`config.mk`:
```
export PLATFORM = sky130hd
export DESIGN_NAME = dpcc_top
export DESIGN_NICKNAME = d
export VERILOG_FILES = /design/src/verilog/dpcc_pkg.sv /design/src/verilog/dpcc_clkdiv.sv /design/src/verilog/dpcc_top.sv
export VERILOG_INCLUDE_DIRS = /design/src /design/src/verilog
export SDC_FILE = /design/constraint.sdc
export NUM_CORES = 1
export LEC_CHECK = 0
export BUFFER_PORTS_ARGS = -buffer_cell sky130_fd_sc_hd__clkbuf_2
export CAP_MARGIN = 15
export CORE_MARGIN = 3
export CORE_UTILIZATION = 60
export DETAILED_ROUTE_END_ITERATION = 12
export HOLD_SLACK_MARGIN = 0.08
export MAX_ROUTING_LAYER = met4
export PLACE_DENSITY = 0.89
export SLEW_MARGIN = 15
export SYNTH_ARGS = -nofsm -noshare
export SYNTH_HDL_FRONTEND = slang
export SYNTH_SLANG_ARGS = --single-unit
```
`constraint.sdc`:
```
create_clock -name i_clk -period 3.3 [get_ports i_clk]
set_input_delay 0.495 -clock i_clk [delete_from_list [all_inputs] [get_ports i_clk]]
set_output_delay 0.495 -clock i_clk [all_outputs]
set_load 0.05 [all_outputs]
```
`src/verilog/dpcc_consts.svh`:
```
// Offsets, field positions, reset values and timing counts of clock control
`ifndef DPCC_CONSTS_SVH
`define DPCC_CONSTS_SVH
`define DPCC_IDX_STATUS     6'h00
`define DPCC_IDX_CLKCFG     6'h02
`define DPCC_IDX_IRQ_STS    6'h10
`define DPCC_IDX_IRQ_MSK    6'h11
`define DPCC_IDX_VCO_MUL    6'h12
`define DPCC_IDX_REF_PER    6'h13
`define DPCC_BIT_LOCK       1
`define DPCC_BIT_LOOP_EN    7
`define DPCC_BIT_ZSTUFF     4
`define DPCC_FLD_PRESC_LSB  2
`define DPCC_FLD_INTERP_LSB 0
`define DPCC_CLKCFG_RST     8'h00
`define DPCC_IRQ_RST        2'h0
`define DPCC_IRQ_GAIN       0
`define DPCC_IRQ_LOSS       1
`define DPCC_LOCK_TOL       16'h0002
`define DPCC_LOCK_EDGES     4'h8
`define DPCC_CLK_MHZ        125
`define DPCC_REF_TMO_NS     2000
`define DPCC_REF_TMO_CYC    ((`DPCC_REF_TMO_NS * `DPCC_CLK_MHZ) / 1000)
`endif

```
`src/verilog/dpcc_pkg.sv`:
```
// Types and shared decoding of the clock control block
package dpcc_pkg;
  typedef struct packed {
    logic       loop_en;
    logic       zstuff;
    logic [1:0] presc_sel;
    logic [1:0] interp_sel;
  } dpcc_cfg_type;

  typedef struct packed {
    logic en8;
    logic en4;
    logic en2;
    logic en1;
  } dpcc_clk_en_type;

  typedef enum logic [1:0] {
    DPCC_ST_IDLE = 2'b00,
    DPCC_ST_ACQ  = 2'b01,
    DPCC_ST_LOCK = 2'b10
  } dpcc_lock_st_type;

  // Two-bit code to ratio 1, 2, 4 or 8
  function automatic logic [3:0] dpcc_ratio(input logic [1:0] sel);
    dpcc_ratio = 4'h1 << sel;
  endfunction
endpackage

```
`src/verilog/dpcc_clkdiv.sv`:
```
// Divider that derives phase-aligned 1x..8x clock enables from the top tick
module dpcc_clkdiv
  import dpcc_pkg::*;
(
  input  wire logic            i_clk,
  input  wire logic            i_rst_n,
  input  wire logic            i_ce,
  input  wire logic            i_tick,
  input  wire logic            i_align,
  input  wire logic [1:0]      i_interp_sel,
  output dpcc_clk_en_type      o_en
);
  logic [2:0]      phase_ff;
  logic [2:0]      nxt_phase;
  logic [2:0]      mask;
  logic [2:0]      cur;
  logic [3:0]      fire;
  dpcc_clk_en_type en_ff;

  assign mask = 3'(dpcc_ratio(i_interp_sel) - 4'h1);
  assign cur  = i_align ? 3'h0 : ((phase_ff + 3'h1) & mask);
  assign nxt_phase = i_tick ? cur : (i_align ? mask : phase_ff);

  // Rate 2^j fires on phases that are multiples of interp / 2^j
  genvar j;
  generate
    for (j = 0; j < 4; j++) begin : g_rate
      logic [2:0] sub_mask;
      assign sub_mask = 3'(mask >> j);
      assign fire[j] = i_tick && (j <= i_interp_sel)
                       && ((cur & sub_mask) == 3'h0);
    end
  endgenerate

  always_ff @(posedge i_clk or negedge i_rst_n) begin
    if (!i_rst_n) begin
      phase_ff <= 3'h7;
      en_ff    <= '0;
    end else if (i_ce) begin
      phase_ff <= nxt_phase;
      en_ff    <= {fire[3], fire[2], fire[1], fire[0]};
    end
  end

  assign o_en = en_ff;
endmodule

```
`src/verilog/dpcc_top.sv`:
```
// Clock control: reference measure, loop model, lock, dividers, Avalon regs
`include "dpcc_consts.svh"
module dpcc_top
  import dpcc_pkg::*;
#(
  parameter int PER_W = 16
)
(
  input  wire logic            i_clk,
  input  wire logic            i_rst_n,
  input  wire logic            i_ce,
  input  wire logic            i_reference_clock_input,
  input  wire logic [7:0]      i_address,
  input  wire logic            i_read,
  input  wire logic            i_write,
  input  wire logic [31:0]     i_writedata,
  input  wire logic [3:0]      i_byteenable,
  output logic [31:0]          o_readdata,
  output logic                 o_waitrequest,
  output logic                 o_loop_lock_output,
  output logic                 o_irq,
  output dpcc_clk_en_type      o_clk_en
);
  generate
    if (PER_W < 9 || PER_W > 31) begin : g_bad_width
      $error("PER_W must lie between 9 and 31");
    end
  endgenerate

  ////////////////////////////////////////////////////////////////////////////
  // Reset release
  logic rst_meta_ff;
  logic rst_n;

  always_ff @(posedge i_clk or negedge i_rst_n) begin
    if (!i_rst_n) begin
      rst_meta_ff <= 1'b0;
      rst_n       <= 1'b0;
    end else begin
      rst_meta_ff <= 1'b1;
      rst_n       <= rst_meta_ff;
    end
  end

  ////////////////////////////////////////////////////////////////////////////
  // Register state
  dpcc_cfg_type     cfg_ff;
  logic [1:0]       sts_ff;
  logic [1:0]       msk_ff;
  logic             wait_ff;
  logic [31:0]      rdata_ff;
  logic             irq_ff;
  logic             lock_ff;

  logic [5:0]       idx;
  logic             acc_rd;
  logic             acc_wr;
  logic             wr_cfg;
  logic             wr_sts;
  logic             wr_msk;
  logic [31:0]      rd_mux;

  assign idx    = i_address[7:2];
  assign acc_rd = i_read && !wait_ff;
  assign acc_wr = i_write && !wait_ff && i_byteenable[0];
  assign wr_cfg = acc_wr && (idx == `DPCC_IDX_CLKCFG);
  assign wr_sts = acc_wr && (idx == `DPCC_IDX_IRQ_STS);
  assign wr_msk = acc_wr && (idx == `DPCC_IDX_IRQ_MSK);

  ////////////////////////////////////////////////////////////////////////////
  // Reference edge and period measurement
  logic             ref_d_ff;
  logic             ref_edge;
  logic [PER_W-1:0] cnt_ff;
  logic [PER_W-1:0] per_ff;
  logic [PER_W-1:0] nxt_cnt;
  logic [PER_W-1:0] cur_per;
  logic             ref_lost;
  logic             per_match;

  assign ref_edge  = i_reference_clock_input && !ref_d_ff;
  assign ref_lost  = (cnt_ff == PER_W'(`DPCC_REF_TMO_CYC));
  assign cur_per   = cnt_ff + PER_W'(1);
  assign nxt_cnt   = ref_edge ? '0 : (ref_lost ? cnt_ff : cur_per);
  assign per_match = (cur_per >= per_ff ? cur_per - per_ff
                                        : per_ff - cur_per)
                     <= PER_W'(`DPCC_LOCK_TOL);

  ////////////////////////////////////////////////////////////////////////////
  // Oscillator model: ticks at reference rate times the loop multiplier
  logic [7:0]       prod;
  logic [7:0]       mult;
  logic [4:0]       vdiv;
  logic [PER_W-1:0] acc_ff;
  logic [PER_W:0]   acc_sum;
  logic             vco_tick;
  logic [PER_W-1:0] nxt_acc;
  logic [4:0]       pre_ff;
  logic [4:0]       nxt_pre;
  logic             pre_wrap;
  logic             dac_tick;
  logic             align;

  assign prod = 8'(dpcc_ratio(cfg_ff.interp_sel)
                   * dpcc_ratio(cfg_ff.presc_sel));
  assign mult = cfg_ff.zstuff ? {prod[6:0], 1'b0} : prod;
  assign vdiv = cfg_ff.zstuff ? {dpcc_ratio(cfg_ff.presc_sel), 1'b0}
                              : {1'b0, dpcc_ratio(cfg_ff.presc_sel)};
  // Restart from zero on each edge so the phase tracks the reference
  assign acc_sum  = {1'b0, (ref_edge ? PER_W'(0) : acc_ff)}
                    + (PER_W+1)'(mult);
  assign vco_tick = cfg_ff.loop_en && (acc_sum >= {1'b0, per_ff});
  assign nxt_acc  = vco_tick ? PER_W'(acc_sum - {1'b0, per_ff})
                             : PER_W'(acc_sum);
  // Prescaler brings the oscillator down to the converter rate
  assign pre_wrap = vco_tick && ((ref_edge ? 5'h0 : pre_ff) + 5'h1 == vdiv);
  assign nxt_pre  = ref_edge ? (vco_tick ? 5'h1 : 5'h0)
                             : (pre_wrap ? 5'h0 : pre_ff + 5'(vco_tick));
  // Loop off: each input edge is itself a converter-rate edge
  assign dac_tick = cfg_ff.loop_en ? pre_wrap : ref_edge;
  assign align    = cfg_ff.loop_en && ref_edge;

  always_ff @(posedge i_clk or negedge rst_n) begin
    if (!rst_n) begin
      ref_d_ff <= 1'b0;
      cnt_ff   <= '0;
      per_ff   <= '1;
      acc_ff   <= '0;
      pre_ff   <= 5'h0;
    end else if (i_ce) begin
      ref_d_ff <= i_reference_clock_input;
      cnt_ff   <= nxt_cnt;
      if (ref_edge) begin
        per_ff <= cur_per;
      end
      acc_ff   <= cfg_ff.loop_en ? nxt_acc : '0;
      pre_ff   <= cfg_ff.loop_en ? nxt_pre : 5'h0;
    end
  end

  dpcc_clkdiv u_div (
    .i_clk        (i_clk),
    .i_rst_n      (rst_n),
    .i_ce         (i_ce),
    .i_tick       (dac_tick),
    .i_align      (align),
    .i_interp_sel (cfg_ff.interp_sel),
    .o_en         (o_clk_en)
  );

  ////////////////////////////////////////////////////////////////////////////
  // Lock detection: a run of steady reference periods
  dpcc_lock_st_type st_ff;
  dpcc_lock_st_type nxt_st;
  logic [3:0]       run_ff;
  logic [3:0]       nxt_run;
  logic             nxt_lock;

  always_comb begin
    nxt_st  = st_ff;
    nxt_run = run_ff;
    case (st_ff)
      DPCC_ST_IDLE: begin
        nxt_run = 4'h0;
        if (cfg_ff.loop_en && ref_edge) begin
          nxt_st = DPCC_ST_ACQ;
        end
      end
      DPCC_ST_ACQ: begin
        if (ref_edge) begin
          nxt_run = per_match ? run_ff + 4'h1 : 4'h0;
          if (per_match && run_ff + 4'h1 == `DPCC_LOCK_EDGES) begin
            nxt_st = DPCC_ST_LOCK;
          end
        end
      end
      DPCC_ST_LOCK: begin
        if (ref_edge && !per_match) begin
          nxt_st  = DPCC_ST_ACQ;
          nxt_run = 4'h0;
        end
      end
      default: nxt_st = DPCC_ST_IDLE;
    endcase
    // A changed ratio or a silent reference restarts acquisition
    if (!cfg_ff.loop_en || ref_lost || wr_cfg) begin
      nxt_st  = DPCC_ST_IDLE;
      nxt_run = 4'h0;
    end
  end

  assign nxt_lock = (nxt_st == DPCC_ST_LOCK);

  ////////////////////////////////////////////////////////////////////////////
  // Registers, events and interrupt
  logic [1:0] events;
  logic [1:0] nxt_sts;
  logic [1:0] nxt_msk;

  assign events  = {lock_ff && !nxt_lock, nxt_lock && !lock_ff};
  // Set wins over a write-one clear in the same cycle
  assign nxt_sts = (sts_ff & ~(wr_sts ? i_writedata[1:0] : 2'h0)) | events;
  assign nxt_msk = wr_msk ? i_writedata[1:0] : msk_ff;

  assign rd_mux =
    (idx == `DPCC_IDX_STATUS)  ? 32'(lock_ff) << `DPCC_BIT_LOCK :
    (idx == `DPCC_IDX_CLKCFG)  ? {24'h0, cfg_ff.loop_en, 2'h0,
                                  cfg_ff.zstuff, cfg_ff.presc_sel,
                                  cfg_ff.interp_sel} :
    (idx == `DPCC_IDX_IRQ_STS) ? {30'h0, sts_ff} :
    (idx == `DPCC_IDX_IRQ_MSK) ? {30'h0, msk_ff} :
    (idx == `DPCC_IDX_VCO_MUL) ? {24'h0, mult} :
    (idx == `DPCC_IDX_REF_PER) ? 32'(per_ff) : 32'h0;

  always_ff @(posedge i_clk or negedge rst_n) begin
    if (!rst_n) begin
      cfg_ff   <= dpcc_cfg_type'(6'(`DPCC_CLKCFG_RST));
      sts_ff   <= `DPCC_IRQ_RST;
      msk_ff   <= `DPCC_IRQ_RST;
      wait_ff  <= 1'b1;
      rdata_ff <= 32'h0;
      irq_ff   <= 1'b0;
      lock_ff  <= 1'b0;
      st_ff    <= DPCC_ST_IDLE;
      run_ff   <= 4'h0;
    end else if (i_ce) begin
      // One wait cycle, then the answer for exactly one cycle
      wait_ff  <= !(wait_ff && (i_read || i_write));
      if (wait_ff && i_read) begin
        rdata_ff <= rd_mux;
      end
      if (wr_cfg) begin
        cfg_ff <= {i_writedata[`DPCC_BIT_LOOP_EN],
                   i_writedata[`DPCC_BIT_ZSTUFF],
                   i_writedata[`DPCC_FLD_PRESC_LSB +: 2],
                   i_writedata[`DPCC_FLD_INTERP_LSB +: 2]};
      end
      sts_ff   <= nxt_sts;
      msk_ff   <= nxt_msk;
      irq_ff   <= |(nxt_sts & nxt_msk);
      lock_ff  <= nxt_lock;
      st_ff    <= nxt_st;
      run_ff   <= nxt_run;
    end
  end

  assign o_readdata         = rdata_ff;
  assign o_waitrequest      = wait_ff;
  assign o_loop_lock_output = lock_ff;
  assign o_irq              = irq_ff;

  ////////////////////////////////////////////////////////////////////////////
  // Checks
  logic [7:0] vcnt_ff;
  logic       dac_d_ff;

  always_ff @(posedge i_clk or negedge rst_n) begin
    if (!rst_n) begin
      vcnt_ff  <= 8'h0;
      dac_d_ff <= 1'b0;
    end else if (i_ce) begin
      vcnt_ff  <= ref_edge ? 8'(vco_tick) : vcnt_ff + 8'(vco_tick);
      dac_d_ff <= ref_edge && !cfg_ff.loop_en;
    end
  end
endmodule
```
==> results of run 1 <==
-- cell families after synthesis --
| logic type | share of synthesized area |
|---|---|
| AOI/OAI and AO/OA | 0.238 |
| xor gates and xnor gates | 0.0555 |
| adders and majority gates | 0.125 |
| buffers and inverters | 0.0689 |
| DFF | 0.281 |
| muxes | 0.0479 |
| other | 0.000850 |
| and+or+nand+nor | 0.183 |
-- timing repair --
action / in CTS
setup endpoints to repair: 43
setup buffers: 18
gates resized for setup: 110
hold endpoints to repair: 2
pin swaps: 36
cloned: 2
hold buffers: 1
-- per-stage QoR --
| stage | setup slack, ps | util |
|---|---|---|
| after floorplan | -3690 | - |
| after global placement | -3360 | 0.789 |
| after detailed placement | -3580 | 0.789 |
| after CTS | -3550 | 0.863 |
-- synth_stat cells, types with 20 or more instances --
cell type,n,area (µm²)
nor2b_1,21,131
xnor2_1,26,228
clkbuf_1,42,158
nand3_1,28,140
dfstp_2,20,526
nor2_1,64,240
o21ai_0,86,430
inv_1,71,267
nand2_1,97,364
xor2_1,30,263
ha_1,74,926
dfrtp_1,78,1950
mux2i_1,22,220
a21oi_1,68,340
-- per-layer routing --
| metal | global-route usage | overflow |
|---|---|---|
| met5 | - | - |
| met4 | 0.829 | 71 |
| met3 | 0.671 | 2 |
| met2 | 0.950 | 91 |
| met1 | 0.807 | 2 |
==> run summary, run 1 <==
H-tree lvl count: 3
CTS Buffer Depth: 2
Synth Flop Type: dfrtp_1
Die Ht: 127 µm
grt ovf: 166
GPL Wtd Cong: 1.01
Tool Error: [ERROR GRT-0232] Routing congestion too high. Check the congestion heatmap in the GUI.
synthesized instance count: 1058
outcome: did not finish
Placed Area: 0.0112 mm²
FFs w/ async S/R, synth: 1.00
Post-Syn Area per Cell: 8.35 µm²
Port Buffers: 41
num ports: 89
hpwl dp: 23.8 mm
Initial Util: 0.624
CTS Buf Count: 9
YS warnings: 0
GRT Total Usage: 0.823
mapped cell area: 0.00883 mm²
Clock Root Buffer: clkbuf_16
Die W: 127 µm
Fail Step: global routing (5_1_grt)
Post-synth EDFFs: 0
post-synthesis sequential area ratio: 0.281
largest net degree at the start of global routing: 52
CTS Sinks: 98
placed cells: 1489
Cell Rows: 43
#FFs+latches synth: 98
Unique masters post-synth: 82
==> run 2, diff against run 1 <==
--- a/config.mk
+++ b/config.mk
@@ -9,11 +9,9 @@
 export BUFFER_PORTS_ARGS = -buffer_cell sky130_fd_sc_hd__clkbuf_2
 export CAP_MARGIN = 15
 export CORE_MARGIN = 3
-export CORE_UTILIZATION = 60
+export CORE_UTILIZATION = 40
 export DETAILED_ROUTE_END_ITERATION = 12
-export HOLD_SLACK_MARGIN = 0.08
-export MAX_ROUTING_LAYER = met4
-export PLACE_DENSITY = 0.89
+export PLACE_DENSITY_LB_ADDON = 0.15
 export SLEW_MARGIN = 15
 export SYNTH_ARGS = -nofsm -noshare
 export SYNTH_HDL_FRONTEND = slang
==> run summary, run 2 <==
Max Clk Rate: 143 MHz
Core Region: 0.0214 mm²
CP required: 3550 ps
H-tree lvl count: 3
Die ar.: 0.0239 mm²
Port Buffers: 41
Setup-failing EPs final: 43
Via density: 5.46
Crit-path slowest cell: dfrtp_2
CTS Buffer Depth: 2
Die Ht: 155 µm
Worst Setup End Kind: flip-flop
antenna diode count: 0
antenna violations before repair: 0
vias in the first global route: 9145
Final Hold Fails: 0
Buf+Inv Stages, Crit Path: 48
FFs w/ async S/R, synth: 1.00
minimum clock period: 6990 ps
crit share post-route: 2.12
Lkg Pwr: 6.16 nW
Post-synth EDFFs: 0
Worst Max-Slew Pin Slew: 788 ps
hold slack: 356 ps
Synth top area share: 0.221
Area Growth Syn to Fin: 44.8%
Initial Util: 0.414
top-count cell post-synth: nand2_1
WL/cell: 17.8 µm
final worst slack: -3690 ps
final core occ: 0.599
Die W: 155 µm
Clock Skews: 11.9 ps
type of the worst min-delay path: reg -> reg
#FFs+latches synth: 98
largest net degree at the start of global routing: 55
relative slew slack: 0.474
unrepaired setup endpoints after global routing: yes
critical path fanouts, max: 4
DRC: 0
DR vias: 9204
worst skew pair latency: 360 ps
hpwl dp: 21.6 mm
top post-synthesis cells by count: nand2_1, o21ai_0, dfrtp_1
1st-iter DRT viols: 721
Overall Power: 6.49 mW
VDD IR-drop max: 318 µV
Worst path top cell family by delay: buffers and inverters
share of cells above drive strength 1: 0.399
leading cell type in the layout, fill and taps excluded: buf_4
max-cap violations: 0
CTS Sinks: 98
count of pins over their slew limit: 0
Area contributors post-synth: dfrtp_1, ha_1, dfstp_2, o21ai_0, nand2_1
power density cells: 508 mW/mm²
Worst EP arrival: 7240 ps
crit path to: u_div.o_en[0]
mapped cell area: 0.00883 mm²
Clock Root Buffer: clkbuf_16
YS warnings: 0
r2r worst-path depth: 52
grt ovf: 0
final net count: 1537
GPL Wtd Cong: 0.849
FF-to-FF End: u_div.o_en[0]
Critical Path Start: cfg_ff[0]
pre-CTS setup slack: -3560 ps
reg-to-reg startpoint: cfg_ff[0]
CTS tree: yes
first-pass GRT wire length: 47.6 mm
antenna viol nets, final: 0
Unique masters post-synth: 82
TritonRoute pass-1 iters: 5
Synth Flop Type: dfrtp_1
failing checks: setup timing
Cell Rows: 53
Clk pin slew, worst setup/hold paths: 80 ps
filler cell count: 1870
post-synthesis sequential area ratio: 0.281
most frequent CP cell: buf_4
Crit Path Class: reg -> reg
r2r setup slk: -3690 ps
slowest stage delay, CP: 430 ps
instance count on the critical path: 52
CTS Buf Count: 9
final wirelength: 30.0 mm
outcome: finished, violations left
post-synth top area cell: dfrtp_1
GRT Total Usage: 0.246
Post-Syn Area per Cell: 8.35 µm²
crit path launch type: flip-flop
num ports: 89
synthesized instance count: 1058
most frequent cells in the layout: buf_4, nand2_1, dfrtp_1
[run 2: cell counts after synthesis]
No cell type changed its count.
[run 2: timing repair]
| item | in CTS | in global routing |
|---|---|---|
| pin swaps | 36 | 57 |
| endpoints found under the setup margin | 43 | 43 |
| endpoints found under the hold margin | 2 | 0 |
| gates resized for setup | 71 | 57 |
| hold buffers | 1 | 0 |
| gates cloned | 1 | 0 |
| setup buffers | 70 | 10 |
[run 2: how the worst min path moves through the flow]
stage,from,cells past startpoint,slack (ps),to
2_1_floorplan,i_rst_n,0,200,rst_meta_ff
3_3_place_gp,i_rst_n,1,280,rst_meta_ff
3_5_place_dp,i_rst_n,1,290,rst_meta_ff
4_1_cts,i_writedata[7],2,350,cfg_ff[5]
5_1_grt,i_writedata[7],2,380,cfg_ff[5]
6_report,rst_meta_ff,0,360,rst_n
[run 2: cells by family (layout without fill, tap and decap cells)]
family | after synthesis | after routing | share of synthesized area
other cells | 2 | 17 | 0.000850
fa+ha+maj | 84 | 84 | 0.125
compound gates | 315 | 315 | 0.238
xor+xnor | 56 | 56 | 0.0555
buf+inv | 141 | 478 | 0.0689
flops | 98 | 98 | 0.281
mux | 39 | 39 | 0.0479
simple gates | 323 | 323 | 0.183
[run 2: cell type report]
class | count | area, µm² | share of cell area
multi-input cells | 834 | 6520 | 0.510
repair buffers | 390 | 2880 | 0.225
flip-flops and latches | 98 | 2480 | 0.194
well taps | 275 | 344 | 0.0269
inverters | 72 | 273 | 0.0213
clock buffers | 11 | 233 | 0.0182
clock inverters | 5 | 55.1 | 0.00430
[run 2: through the flow]
stage / area, µm² / instances / setup TNS [ps]
floorplan: 9120 / 1073 / -97230
global placement: 11300 / 1593 / -101640
detailed placement: 11300 / 1593 / -104640
CTS: 12500 / 1680 / -102740
global route: 12800 / 1685 / -114210
finish: 12800 / 1685 / -106450
[run 2: worst register-to-register path, delay by kind of cell, from the launching register on]
family,cells,cell delay (ps)
and+or+nand+nor,1,70
DFF,1,430
AOI/OAI and AO/OA,3,420
buffers and inverters,48,5960
[run 2: metal layers]
metal,GRT usage,part of all wire,wire (µm),vias up
li1,-,-,-,4453
met1,0.333,0.46,13700,4422
met2,0.412,0.48,14200,267
met3,0.0336,0.044,1320,62
met4,0.0728,0.025,746,0
met5,0,0,0,-
[run 2: power breakdown]
| group | internal, mW | switching [mW] | total [mW] |
|---|---|---|---|
| combinational | 1.98 | 2.05 | 4.03 |
| clock | 0.587 | 0.508 | 1.10 |
| sequential | 1.28 | 0.0829 | 1.37 |
Note: power is estimated with default switching activity, not from simulation.
==> run 3, diff against run 2 <==
--- a/config.mk
+++ b/config.mk
@@ -12,6 +12,7 @@
 export CORE_UTILIZATION = 40
 export DETAILED_ROUTE_END_ITERATION = 12
 export PLACE_DENSITY_LB_ADDON = 0.15
+export RECOVER_POWER = 25
 export SLEW_MARGIN = 15
 export SYNTH_ARGS = -nofsm -noshare
 export SYNTH_HDL_FRONTEND = slang
==> run summary, run 3 (same netlist as run 2, synthesis figures left out) <==
outcome: finished, violations left
failing checks: capacitance limit, slew limit, setup timing
VDD IR-drop max: 316 µV
minimum clock period: 7000 ps
crit path launch type: flip-flop
r2r worst-path depth: 52
placed cells: 1593
1st-iter DRT viols: 701
Hold Path Sink: rst_n
grt ovf: 0
Overall Power: 6.48 mW
Worst EP arrival: 7250 ps
Max Clk Rate: 143 MHz
max-cap violations: 1
final wirelength: 30.0 mm
worst hold stages: 0
CTS Buffer Depth: 2
Die W: 155 µm
share of cells above drive strength 1: 0.398
Port Buffers: 41
Clk pin slew, worst setup/hold paths: 80 ps
DR vias: 9240
final net count: 1537
Clock Skews: 10.1 ps
r2r setup slk: -3700 ps
H-tree lvl count: 3
Crit Path Class: reg -> reg
Setup-failing EPs final: 43
final worst slack: -3700 ps
Core Region: 0.0214 mm²
critical path fanouts, max: 4
Lkg Pwr: 6.16 nW
worst hold start: rst_meta_ff
vias in the first global route: 9145
reg-to-reg startpoint: cfg_ff[0]
Crit-path slowest cell: dfrtp_2
largest net degree at the start of global routing: 55
hold slack: 359 ps
Initial Util: 0.414
Final Hold Fails: 0
relative slew slack: -0.580
Die ar.: 0.0239 mm²
num ports: 89
DRC: 0
post-route non-filler standard cell count: 1685
WL/cell: 17.8 µm
worst skew pair latency: 360 ps
CTS Sinks: 98
GRT Total Usage: 0.246
Clock Root Buffer: clkbuf_16
most frequent CP cell: buf_4
most frequent cells in the layout: buf_4, nand2_1, dfrtp_1
Cell Rows: 53
Worst Max-Slew Pin Slew: 2370 ps
Worst Setup End Kind: flip-flop
TritonRoute pass-1 iters: 5
slowest stage delay, CP: 430 ps
count of pins over their slew limit: 55
CTS tree: yes
Die Ht: 155 µm
CTS Buf Count: 9
CP required: 3550 ps
Finished Cell Area: 0.0128 mm²
hpwl dp: 21.6 mm
antenna violations before repair: 0
Placed Area: 0.0113 mm²
power density cells: 507 mW/mm²
Via density: 5.48
setup TNS: -106410 ps
type of the worst min-delay path: reg -> reg
Area Growth Syn to Fin: 44.8%
crit share post-route: 2.12
GPL Wtd Cong: 0.849
antenna viol nets, final: 0
first-pass GRT wire length: 47.6 mm
unrepaired setup endpoints after global routing: yes
antenna diode count: 0
leading cell type in the layout, fill and taps excluded: buf_4
FF-to-FF End: u_div.o_en[0]
-- run 3: cell types whose count changed in the layout (fill, tap and decap cells not counted) --
| cell | delta |
|---|---|
| clkbuf_1 | +1 |
| clkbuf_2 | -1 |
| dfrtp_1 | +1 |
| dfrtp_4 | -1 |
-- run 3: repair_timing --
item                                   CTS  global route
gates cloned                             1             0
hold buffers                             1             0
setup endpoints to repair               43            43
endpoints found under the hold margin    2             0
resized for setup                       71            57
setup buffers                           70            10
pin swaps                               36            57
-- run 3: how the worst max path moves through the flow --
stage	from	end	slack [ps]	cells past startpoint
finish	cfg_ff[0]	u_div.o_en[0]	-3700	52
global route	cfg_ff[0]	pre_ff[4]	-3800	29
CTS	cfg_ff[0]	pre_ff[4]	-3420	28
detailed placement	cfg_ff[0]	pre_ff[4]	-3560	30
global placement	cfg_ff[0]	pre_ff[4]	-3480	30
floorplan	cfg_ff[0]	pre_ff[4]	-3690	30
-- run 3: metrics by stage --
step / util / setup WS, ps
CTS: 0.584 / -3420
detailed placement: 0.531 / -3560
global route: 0.599 / -3800
global placement: 0.531 / -3480
finish: 0.599 / -3700
floorplan: - / -3690
-- run 3: critical path: cells and delay by family (launching register included) --
| kind | cells | cell delay, ps |
|---|---|---|
| buffers and inverters | 48 | 5970 |
| flip-flops | 1 | 430 |
| AO/OA/AOI/OAI | 3 | 420 |
| AND/OR/NAND/NOR | 1 | 70 |
-- run 3: final cells by class --
type                    count  area, µm²
multi-input cells         834       6520
inverters                  72        273
fillers                  1870       8570
clock inverters             5       55.1
clock buffers              11        233
well taps                 275        344
flip-flops and latches     98       2480
repair buffers            390       2880
-- run 3: metal layers --
metal | part of all wire | track usage | vias to the layer above
met3 | 0.046 | 0.0336 | 63
met2 | 0.48 | 0.412 | 286
met1 | 0.45 | 0.333 | 4438
li1 | - | - | 4453
met5 | 0 | 0 | -
met4 | 0.025 | 0.0728 | 0
-- run 3: power breakdown --
| part | internal, mW | total (mW) | switching (mW) |
|---|---|---|---|
| Clock | 0.587 | 1.09 | 0.500 |
| Combinational | 1.98 | 4.02 | 2.05 |
| Sequential | 1.28 | 1.37 | 0.0826 |
